**config.mk**
```make
export PLATFORM = sky130hd
export DESIGN_NAME = ddrini_ctrl
export DESIGN_NICKNAME = d
export VERILOG_FILES = /design/src/verilog/ddrini_pkg.sv /design/src/verilog/ddrini_cmd_drv.sv /design/src/verilog/ddrini_ctrl.sv /design/src/verilog/ddrini_timer.sv
export SDC_FILE = /design/constraint.sdc
export NUM_CORES = 1
export LEC_CHECK = 0
export BUFFER_PORTS_ARGS = -buffer_cell sky130_fd_sc_hd__buf_2
export CAP_MARGIN = 20
export CORE_AREA = 2 2 93 95
export CTS_CLUSTER_SIZE = 10
export DETAILED_ROUTE_END_ITERATION = 7
export DIE_AREA = 0 0 95 97
export HOLD_SLACK_MARGIN = 0.08
export PLACE_DENSITY = 0.78
export REMOVE_ABC_BUFFERS = 1
export SLEW_MARGIN = 20
export SYNTH_ARGS = -nofsm -noshare
export SYNTH_HDL_FRONTEND = slang
export SYNTH_SLANG_ARGS = --single-unit
```
**constraint.sdc**
```tcl
create_clock -name CLOCK_I -period 2.6 [get_ports CLOCK_I]
set_input_delay 0.26 -clock CLOCK_I [delete_from_list [all_inputs] [get_ports CLOCK_I]]
set_output_delay 0.26 -clock CLOCK_I [all_outputs]
set_load 0.05 [all_outputs]
```
**src/verilog/ddrini_pkg.sv**
```systemverilog
package ddrini_pkg;

  // Clock of the controller.
  localparam int CLK_PERIOD_NS = 20;

  // Power-up settle time with only NOP or DESELECT on the bus.
  localparam int STABLE_US = 200;
  localparam int STABLE_CYC =
    (STABLE_US * 1000 + CLK_PERIOD_NS - 1) / CLK_PERIOD_NS;

  // Delay from CKE high to the first precharge-all.
  localparam int CKE_WAIT_NS = 400;
  localparam int CKE_WAIT_CYC =
    (CKE_WAIT_NS + CLK_PERIOD_NS - 1) / CLK_PERIOD_NS;

  // DLL lock time after the DLL reset load, in memory clocks.
  localparam int DLL_LOCK_CYC = 200;

  // Defaults for spacing figures that the sequence needs but does not fix.
  localparam int TMRD_CYC_DEF = 2;
  localparam int TRP_NS_DEF = 15;
  localparam int TRFC_NS_DEF = 128;
  localparam int NUM_REFRESH_DEF = 2;

  // Widths.
  localparam int TIMER_W = 16;
  localparam int ADDR_W = 16;
  localparam int BA_W = 3;
  localparam int OPT_W = 13;

  // Bank address codes selecting the mode registers.
  localparam logic [2:0] BA_MR = 3'h0;
  localparam logic [2:0] BA_EMR = 3'h1;
  localparam logic [2:0] BA_EMR2 = 3'h2;
  localparam logic [2:0] BA_EMR3 = 3'h3;

  // Field positions on the address bus.
  localparam int PRECHARGE_ALL_BIT = 10;
  localparam int DLL_DISABLE_BIT = 0;
  localparam int TEST_MODE_BIT = 7;
  localparam int DLL_RESET_BIT = 8;
  localparam int DRIVE_CAL_BIT_LOW = 7;
  localparam int DRIVE_CAL_BIT_MID = 8;
  localparam int DRIVE_CAL_BIT_HIGH = 9;
  localparam int DIFF_STROBE_DISABLE_BIT = 10;
  localparam int HIGH_TEMP_SR_BIT = 7;

  // Pin codes {cs_n, ras_n, cas_n, we_n}.
  localparam logic [3:0] PINS_NOP = 4'h7;
  localparam logic [3:0] PINS_PRE = 4'h2;
  localparam logic [3:0] PINS_LM = 4'h0;
  localparam logic [3:0] PINS_REF = 4'h1;
  localparam logic [3:0] PINS_DESEL = 4'hf;

  typedef enum logic [2:0] {
    CMD_NOP,
    CMD_PRE,
    CMD_LM,
    CMD_REF,
    CMD_DESEL
  } ddrini_cmd_t;

endpackage : ddrini_pkg

```
**src/verilog/ddrini_cmd_drv.sv**
```systemverilog
`timescale 1ns/1ps
module ddrini_cmd_drv (
  // Clock and reset
  input wire logic clk_i,
  input wire logic rst_n_i,
  input wire logic ce_i,
  // Command request
  input wire ddrini_pkg::ddrini_cmd_t cmd_i,
  input wire logic [2:0] ba_i,
  input wire logic [15:0] addr_i,
  input wire logic cke_i,
  // Memory pins
  output logic cs_n_o,
  output logic ras_n_o,
  output logic cas_n_o,
  output logic we_n_o,
  output logic [2:0] ba_o,
  output logic [15:0] addr_o,
  output logic cke_o,
  output logic odt_o
);

  logic [3:0] pins_d;
  logic [3:0] pins_q;
  logic [2:0] ba_q;
  logic [15:0] addr_q;
  logic cke_q;

  always_comb
  begin
    unique case (cmd_i)
      ddrini_pkg::CMD_NOP: pins_d = ddrini_pkg::PINS_NOP;
      ddrini_pkg::CMD_PRE: pins_d = ddrini_pkg::PINS_PRE;
      ddrini_pkg::CMD_LM: pins_d = ddrini_pkg::PINS_LM;
      ddrini_pkg::CMD_REF: pins_d = ddrini_pkg::PINS_REF;
      ddrini_pkg::CMD_DESEL: pins_d = ddrini_pkg::PINS_DESEL;
      default: pins_d = ddrini_pkg::PINS_NOP;
    endcase
  end

  // Reset leaves the bus deselected with CKE low.
  always_ff @(posedge clk_i or negedge rst_n_i)
  begin
    if (!rst_n_i)
    begin
      pins_q <= ddrini_pkg::PINS_DESEL;
      ba_q <= 3'h0;
      addr_q <= 16'h0000;
      cke_q <= 1'b0;
    end
    else if (ce_i)
    begin
      pins_q <= pins_d;
      ba_q <= ba_i;
      addr_q <= addr_i;
      cke_q <= cke_i;
    end
  end

  assign cs_n_o = pins_q[3];
  assign ras_n_o = pins_q[2];
  assign cas_n_o = pins_q[1];
  assign we_n_o = pins_q[0];
  assign ba_o = ba_q;
  assign addr_o = addr_q;
  assign cke_o = cke_q;
  // Termination stays off for the whole bring-up.
  assign odt_o = 1'b0;

endmodule : ddrini_cmd_drv

```
**src/verilog/ddrini_ctrl.sv**
```systemverilog
`timescale 1ns/1ps
module ddrini_ctrl #(
  parameter int STABLE_CYC = ddrini_pkg::STABLE_CYC,
  parameter int TMRD_CYC = ddrini_pkg::TMRD_CYC_DEF,
  parameter int TRP_NS = ddrini_pkg::TRP_NS_DEF,
  parameter int TRFC_NS = ddrini_pkg::TRFC_NS_DEF,
  parameter int NUM_REFRESH = ddrini_pkg::NUM_REFRESH_DEF
) (
  // Clock, reset and clock enable
  input wire logic CLOCK_I,
  input wire logic RST_N_I,
  input wire logic CE_I,
  // User side
  input wire logic START_I,
  input wire logic [12:0] MR_SETTINGS_I,
  input wire logic [12:0] EMR_SETTINGS_I,
  input wire logic EMR2_HIGH_TEMP_I,
  output logic BUSY_O,
  output logic INIT_DONE_O,
  // Memory command bus
  output logic DDR_CKE_O,
  output logic DDR_ODT_O,
  output logic DDR_CS_N_O,
  output logic DDR_RAS_N_O,
  output logic DDR_CAS_N_O,
  output logic DDR_WE_N_O,
  output logic [2:0] DDR_BA_O,
  output logic [15:0] DDR_ADDR_O
);

  localparam int TW = ddrini_pkg::TIMER_W;
  localparam int P = ddrini_pkg::CLK_PERIOD_NS;
  localparam int TRP_RAW = (TRP_NS + P - 1) / P;
  localparam int TRFC_RAW = (TRFC_NS + P - 1) / P;
  localparam int TRP_CYC = (TRP_RAW < 1) ? 1 : TRP_RAW;
  localparam int TRFC_CYC = (TRFC_RAW < 1) ? 1 : TRFC_RAW;
  localparam int MRD_CYC = (TMRD_CYC < 1) ? 1 : TMRD_CYC;

  typedef enum logic [3:0] {
    ST_IDLE,
    ST_STABLE,
    ST_CKE_WAIT,
    ST_PRE_ALL1,
    ST_EMR2,
    ST_EMR3,
    ST_EMR_DLL,
    ST_MR_DLLRST,
    ST_PRE_ALL2,
    ST_REFRESH,
    ST_MR_OP,
    ST_EMR_OCD_DEF,
    ST_EMR_OCD_EXIT,
    ST_DLL_WAIT,
    ST_DONE
  } ddrini_state_t;

  ddrini_state_t state_q;
  ddrini_state_t state_d;
  logic [3:0] ref_cnt_q;
  logic [3:0] ref_cnt_d;
  logic [12:0] mr_q;
  logic [12:0] mr_d;
  logic [12:0] emr_q;
  logic [12:0] emr_d;
  logic htsr_q;
  logic htsr_d;
  logic cke_q;
  logic cke_d;

  ddrini_pkg::ddrini_cmd_t cmd;
  logic [2:0] ba;
  logic [15:0] addr;
  logic [15:0] mr_base;
  logic [15:0] emr_base;
  logic t_load;
  logic [TW-1:0] t_value;
  logic t_done;
  logic dll_load;
  logic dll_done;

  // Operating-mode images with the fields this sequence owns cleared.
  // Upper row bits stay zero on every load.
  always_comb
  begin
    mr_base = 16'h0000;
    mr_base[12:0] = mr_q;
    mr_base[ddrini_pkg::TEST_MODE_BIT] = 1'b0;
    mr_base[ddrini_pkg::DLL_RESET_BIT] = 1'b0;
    emr_base = 16'h0000;
    // Strobe-disable bit passes through from the user settings.
    emr_base[12:0] = emr_q;
    emr_base[ddrini_pkg::DLL_DISABLE_BIT] = 1'b0;
    emr_base[ddrini_pkg::DRIVE_CAL_BIT_LOW] = 1'b0;
    emr_base[ddrini_pkg::DRIVE_CAL_BIT_MID] = 1'b0;
    emr_base[ddrini_pkg::DRIVE_CAL_BIT_HIGH] = 1'b0;
  end

  always_comb
  begin
    state_d = state_q;
    ref_cnt_d = ref_cnt_q;
    mr_d = mr_q;
    emr_d = emr_q;
    htsr_d = htsr_q;
    cke_d = cke_q;
    cmd = ddrini_pkg::CMD_NOP;
    ba = 3'h0;
    addr = 16'h0000;
    t_load = 1'b0;
    t_value = '0;
    dll_load = 1'b0;
    unique case (state_q)
      ST_IDLE:
      begin
        // Bus stays on NOP with CKE low until told to start.
        if (START_I)
        begin
          mr_d = MR_SETTINGS_I;
          emr_d = EMR_SETTINGS_I;
          htsr_d = EMR2_HIGH_TEMP_I;
          t_load = 1'b1;
          t_value = TW'(STABLE_CYC);
          state_d = ST_STABLE;
        end
      end
      ST_STABLE:
      begin
        if (t_done)
        begin
          cke_d = 1'b1;
          t_load = 1'b1;
          t_value = TW'(ddrini_pkg::CKE_WAIT_CYC);
          state_d = ST_CKE_WAIT;
        end
      end
      ST_CKE_WAIT:
      begin
        if (t_done)
        begin
          state_d = ST_PRE_ALL1;
        end
      end
      ST_PRE_ALL1:
      begin
        cmd = ddrini_pkg::CMD_PRE;
        addr[ddrini_pkg::PRECHARGE_ALL_BIT] = 1'b1;
        t_load = 1'b1;
        t_value = TW'(TRP_CYC);
        state_d = ST_EMR2;
      end
      ST_EMR2:
      begin
        if (t_done)
        begin
          cmd = ddrini_pkg::CMD_LM;
          ba = ddrini_pkg::BA_EMR2;
          addr[ddrini_pkg::HIGH_TEMP_SR_BIT] = htsr_q;
          t_load = 1'b1;
          t_value = TW'(MRD_CYC);
          state_d = ST_EMR3;
        end
      end
      ST_EMR3:
      begin
        if (t_done)
        begin
          cmd = ddrini_pkg::CMD_LM;
          ba = ddrini_pkg::BA_EMR3;
          t_load = 1'b1;
          t_value = TW'(MRD_CYC);
          state_d = ST_EMR_DLL;
        end
      end
      ST_EMR_DLL:
      begin
        if (t_done)
        begin
          cmd = ddrini_pkg::CMD_LM;
          ba = ddrini_pkg::BA_EMR;
          addr = emr_base;
          t_load = 1'b1;
          t_value = TW'(MRD_CYC);
          state_d = ST_MR_DLLRST;
        end
      end
      ST_MR_DLLRST:
      begin
        if (t_done)
        begin
          cmd = ddrini_pkg::CMD_LM;
          ba = ddrini_pkg::BA_MR;
          addr = mr_base;
          addr[ddrini_pkg::DLL_RESET_BIT] = 1'b1;
          // Lock time is counted from this load, in parallel with the rest.
          dll_load = 1'b1;
          t_load = 1'b1;
          t_value = TW'(MRD_CYC);
          state_d = ST_PRE_ALL2;
        end
      end
      ST_PRE_ALL2:
      begin
        if (t_done)
        begin
          cmd = ddrini_pkg::CMD_PRE;
          addr[ddrini_pkg::PRECHARGE_ALL_BIT] = 1'b1;
          ref_cnt_d = 4'h0;
          t_load = 1'b1;
          t_value = TW'(TRP_CYC);
          state_d = ST_REFRESH;
        end
      end
      ST_REFRESH:
      begin
        if (t_done)
        begin
          cmd = ddrini_pkg::CMD_REF;
          ref_cnt_d = ref_cnt_q + 4'h1;
          t_load = 1'b1;
          t_value = TW'(TRFC_CYC);
          if (ref_cnt_q >= 4'(NUM_REFRESH - 1))
          begin
            state_d = ST_MR_OP;
          end
        end
      end
      ST_MR_OP:
      begin
        if (t_done)
        begin
          // Writing the reset bit low here keeps us independent of
          // the device clearing it by itself.
          cmd = ddrini_pkg::CMD_LM;
          ba = ddrini_pkg::BA_MR;
          addr = mr_base;
          t_load = 1'b1;
          t_value = TW'(MRD_CYC);
          state_d = ST_EMR_OCD_DEF;
        end
      end
      ST_EMR_OCD_DEF:
      begin
        if (t_done)
        begin
          cmd = ddrini_pkg::CMD_LM;
          ba = ddrini_pkg::BA_EMR;
          addr = emr_base;
          addr[ddrini_pkg::DRIVE_CAL_BIT_LOW] = 1'b1;
          addr[ddrini_pkg::DRIVE_CAL_BIT_MID] = 1'b1;
          addr[ddrini_pkg::DRIVE_CAL_BIT_HIGH] = 1'b1;
          t_load = 1'b1;
          t_value = TW'(MRD_CYC);
          state_d = ST_EMR_OCD_EXIT;
        end
      end
      ST_EMR_OCD_EXIT:
      begin
        if (t_done)
        begin
          cmd = ddrini_pkg::CMD_LM;
          ba = ddrini_pkg::BA_EMR;
          addr = emr_base;
          t_load = 1'b1;
          t_value = TW'(MRD_CYC);
          state_d = ST_DLL_WAIT;
        end
      end
      ST_DLL_WAIT:
      begin
        if (t_done && dll_done)
        begin
          state_d = ST_DONE;
        end
      end
      ST_DONE:
      begin
        // NOP is held until the user's own scheduler takes over.
        state_d = ST_DONE;
      end
    endcase
  end

  // CKE only ever rises; it falls again only on reset.
  always_ff @(posedge CLOCK_I or negedge RST_N_I)
  begin
    if (!RST_N_I)
    begin
      state_q <= ST_IDLE;
      ref_cnt_q <= 4'h0;
      mr_q <= 13'h0000;
      emr_q <= 13'h0000;
      htsr_q <= 1'b0;
      cke_q <= 1'b0;
    end
    else if (CE_I)
    begin
      state_q <= state_d;
      ref_cnt_q <= ref_cnt_d;
      mr_q <= mr_d;
      emr_q <= emr_d;
      htsr_q <= htsr_d;
      cke_q <= cke_d;
    end
  end

  ddrini_timer #(
    .W(TW)
  ) u_seq_timer (
    .clk_i(CLOCK_I),
    .rst_n_i(RST_N_I),
    .ce_i(CE_I),
    .load_i(t_load),
    .value_i(t_value),
    .done_o(t_done)
  );

  ddrini_timer #(
    .W(TW)
  ) u_dll_timer (
    .clk_i(CLOCK_I),
    .rst_n_i(RST_N_I),
    .ce_i(CE_I),
    .load_i(dll_load),
    .value_i(TW'(ddrini_pkg::DLL_LOCK_CYC)),
    .done_o(dll_done)
  );

  // Bank code steers which of the eight banks or mode registers is hit.
  ddrini_cmd_drv u_cmd_drv (
    .clk_i(CLOCK_I),
    .rst_n_i(RST_N_I),
    .ce_i(CE_I),
    .cmd_i(cmd),
    .ba_i(ba),
    .addr_i(addr),
    .cke_i(cke_q),
    .cs_n_o(DDR_CS_N_O),
    .ras_n_o(DDR_RAS_N_O),
    .cas_n_o(DDR_CAS_N_O),
    .we_n_o(DDR_WE_N_O),
    .ba_o(DDR_BA_O),
    .addr_o(DDR_ADDR_O),
    .cke_o(DDR_CKE_O),
    .odt_o(DDR_ODT_O)
  );

  assign BUSY_O = (state_q != ST_IDLE) && (state_q != ST_DONE);
  assign INIT_DONE_O = (state_q == ST_DONE);

endmodule : ddrini_ctrl

```
**src/verilog/ddrini_timer.sv**
```systemverilog
`timescale 1ns/1ps
module ddrini_timer #(
  parameter int W = 16
) (
  // Clock and reset
  input wire logic clk_i,
  input wire logic rst_n_i,
  input wire logic ce_i,
  // Control
  input wire logic load_i,
  input wire logic [W-1:0] value_i,
  // Status
  output logic done_o
);

  logic [W-1:0] cnt_q;
  logic [W-1:0] cnt_d;

  always_comb
  begin
    cnt_d = cnt_q;
    if (load_i)
    begin
      cnt_d = value_i;
    end
    else if (cnt_q != '0)
    begin
      cnt_d = cnt_q - 1'b1;
    end
  end

  always_ff @(posedge clk_i or negedge rst_n_i)
  begin
    if (!rst_n_i)
    begin
      cnt_q <= '0;
    end
    else if (ce_i)
    begin
      cnt_q <= cnt_d;
    end
  end

  assign done_o = (cnt_q == '0);

endmodule : ddrini_timer
```
==> results.md <==
* Status: completed
* Max cap viols at 0
* Cells after Synth at 469
* Worst-case clock buffer depth at 2
* Register area at 2057 um2
* Area growth, synth to finish at 11.59%
* DR pass1 iterations at 5
* Number of global-route vias before repair at 3731
* Post-CTS setup buffers at 0
* Max Slew Vio Count at 0
* Post-Synth Adder-Cell Area at 2.415%
* Setup TNS at 0 ns
* Placement row count at 33
* Post-synth EDFFs at 0
* Tmin final at 2.362 ns
* WP data arrival at 2.59 ns
* Peak Freq at 423.3 MHz
* Number of remaining DRC errors at 0
* Ys flop type: dfrtp_1
* CP bufs+invs at 1
* DRT iter0 DRCs at 286
* Num Clock Sinks at 82
* Simple-Gate Fraction of Synth Area at 18.33%
* GPL Wtd Cong at 0.8654
* Syn. warnings at 0
* Critical Path Start Type: flip-flop
* Worst vdd ir at 540.4 uV
* Crit path kind: flip-flop to flip-flop
* Power per cell area at 1094 nW/um2
* Slew headroom at 50.24%
* Pin count of the biggest net entering global routing at 83
* CP Max Fanout at 11
* Place WS at 0.2996 ns
* HPWL after DPL at 7094 um
* Layout Cells excl Fill at 624
* Clk Latency, worst-skew pair at 0.36 ns
* Synth Register Bits at 82
* Worst hold path type: primary input to flip-flop
* Post-CTS Hold Buffers at 0
* Cell chain of the critical path: inv_1 -> ha_1 -> nor4b_1 -> and3_1 -> and2_1 -> and3_1 -> nor2_1
* Fillers at 678
* Fraction of registers with async set/reset at 100.0%
* Die height at 97 um
* Final net count at 554
* Total grt overflow at 0
* Syn Std Cell Area at 4662 um2
* Initial antenna violation count at 0
* Final Power at 5.690 mW
* LEAKAGE at 2.360 nW
* Die area at 9215 um2
* Dpl cells at 607
* Number of routed nets with antenna violations at 0
* Ant diodes at 0
* Top delay family on crit path: simple AND/OR/NAND/NOR gates
* Clock Root Buffer: clkbuf_8
* Clock-pin slew on the worst setup and hold paths at 0.08 ns
* Via count at 3814
* First-pass GRT wire length at 17820 um
* Slew @ Worst Pin at 0.7395 ns
* GRT Util Overall at 24.39%
* Final setup fails at 0
* Final Util at 63.96%
* Post-synthesis xor/xnor area fraction at 3.194%
* Quantity of I/O buffers inserted on ports at 46
* Starting Density at 57.31%
* Core Region at 8134 um2
* WP data required at 2.83 ns
* H-tree Lvls at 3
* CP endpoint kind: flip-flop
* Cts repair resizes at 0
* Mux cell area share after synthesis at 9.689%
* Crit-path max cell delay at 0.47 ns
* Number of vias per cell at 6.112
* Ratio of cells with drive above 1 in the final layout at 21.58%
* Post-synthesis compound-gate area fraction at 17.50%
* Final hold viol count at 0
* Final period util at 90.86%
* Clock skew at 0.005307 ns
* Critical path's slowest cell: and3_1
* CTS tree: yes
* Distinct cells, synth at 76
* DR WL/cell at 16.70 um
* Crit-path most repeated cell: and3_1
* Unrepaired setup endpoints after global routing: false
* Largest family of logic cells by synthesized area: simple AND/OR/NAND/NOR gates
* Final worst slack at 0.2375 ns
* Num CTS Buffers at 9
* Mean Syn Cell Area at 9.940 um2
* Multi-input gate area at 2402 um2
* Die X at 95 um
* DRT Wirelength at 10420 um
* Io pins at 58
* Sequential element share of the synthesized area at 44.12%
stage by stage:
stage | hold slack, ns | area [um2]
final | 0.1046 | 5202
after global placement | 0.4503 | 4992
after detailed placement | 0.4627 | 4992
after floorplan | -0.03559 | 4523
after CTS | 0.1006 | 5189
after global routing | 0.09687 | 5202
sequential cells by signal (all words and copies together), names as in the netlist:
register / count
u_cmd_drv.addr_o: 13
u_seq_timer.cnt_q: 16
u_cmd_drv.cke_o: 1
state_q: 4
u_dll_timer.cnt_q: 16
ref_cnt_q: 4
htsr_q: 1
u_cmd_drv.ba_o: 2
mr_q: 11
cke_q: 1
u_cmd_drv.pins_q: 4
emr_q: 9
cell families after synthesis:
kind of cell,Yosys count
simple gates,155
compound gates,115
flops,82
buf+inv,48
mux,42
xor+xnor,17
fa+ha+maj,9
other cells,1
layout by cell type (no fill, tap or decap), types with 10 or more instances in the layout:
cell type and count:
nor3_1 11, nor2_1 42, nand3_1 17, clkbuf_8 10, buf_2 45, a21oi_1 10
nand2_1 27, a31oi_1 12, mux2_2 17, mux2i_1 17, dfrtp_1 78, inv_1 16
buf_4 14, xor2_1 14, o21ai_0 21
path summary, 6_finish.rpt:
check	from	endpoint	slack, ns	depth (start not counted)
max in group asynchronous	RST_N_I	state_q[0]$_DFFE_PN0P_	1.60	2
setup reg to reg	u_seq_timer.cnt_q[0]$_DFFE_PN0P_	u_dll_timer.cnt_q[14]$_DFFE_PN0P_	0.24	7
hold / removal	MR_SETTINGS_I[5]	mr_q[5]$_DFFE_PN0P_	0.10	2
setup / recovery	u_seq_timer.cnt_q[0]$_DFFE_PN0P_	u_dll_timer.cnt_q[14]$_DFFE_PN0P_	0.24	7
min in group asynchronous	RST_N_I	u_dll_timer.cnt_q[5]$_DFFE_PN0P_	0.51	2
hold reg to reg	cke_q$_DFFE_PN0P_	cke_q$_DFFE_PN0P_	0.48	1
where the power goes:
| group | total (mW) | switching (mW) | internal (mW) |
|---|---|---|---|
| registers | 2.21 | 0.492 | 1.71 |
| clock network | 0.935 | 0.464 | 0.471 |
| logic | 2.55 | 1.47 | 1.08 |
| total | 5.69 | 2.43 | 3.26 |
cell type report:
type | instances | share of cell area [%]
well taps | 105 | 2.525
multi-input cells | 343 | 46.18
clock inverters | 4 | 0.9861
flip-flops and latches | 82 | 39.54
inverters | 17 | 1.227
repair buffers | 61 | 6.758
clock buffers | 12 | 2.790
metal layers:
layer / global-route usage, % / share of wire, % / up-vias
met4: 7.469 / 1.3 / 0
met5: 0 / 0 / -
met3: 6.464 / 6.5 / 14
met2: 38.90 / 47 / 134
li1: - / - / 1812
met1: 32.47 / 45 / 1854
cell usage after synthesis, types with 7 or more instances:
cell       instances  area share [%]
clkbuf_1          17             1.4
nor2_1            42             3.4
a31oi_1           12             1.6
a22oi_1            8             1.3
ha_1               9             2.4
nand2_1           27             2.2
inv_1             16             1.3
nand4_1            7            0.94
xor2_1            14             2.6
o21ai_0           21             2.3
mux2_2            17             4.1
a21oi_1           10             1.1
nor3_1            11             1.2
o22ai_1            9             1.2
o2bb2ai_1          9             1.7
a22o_1             8             1.5
dfrtp_1           78              42
buf_2              7            0.75
nand3_1           17             1.8
mux2i_1           17             3.6
mux2_1             8             1.9
Note: power is estimated with default switching activity, not from simulation.
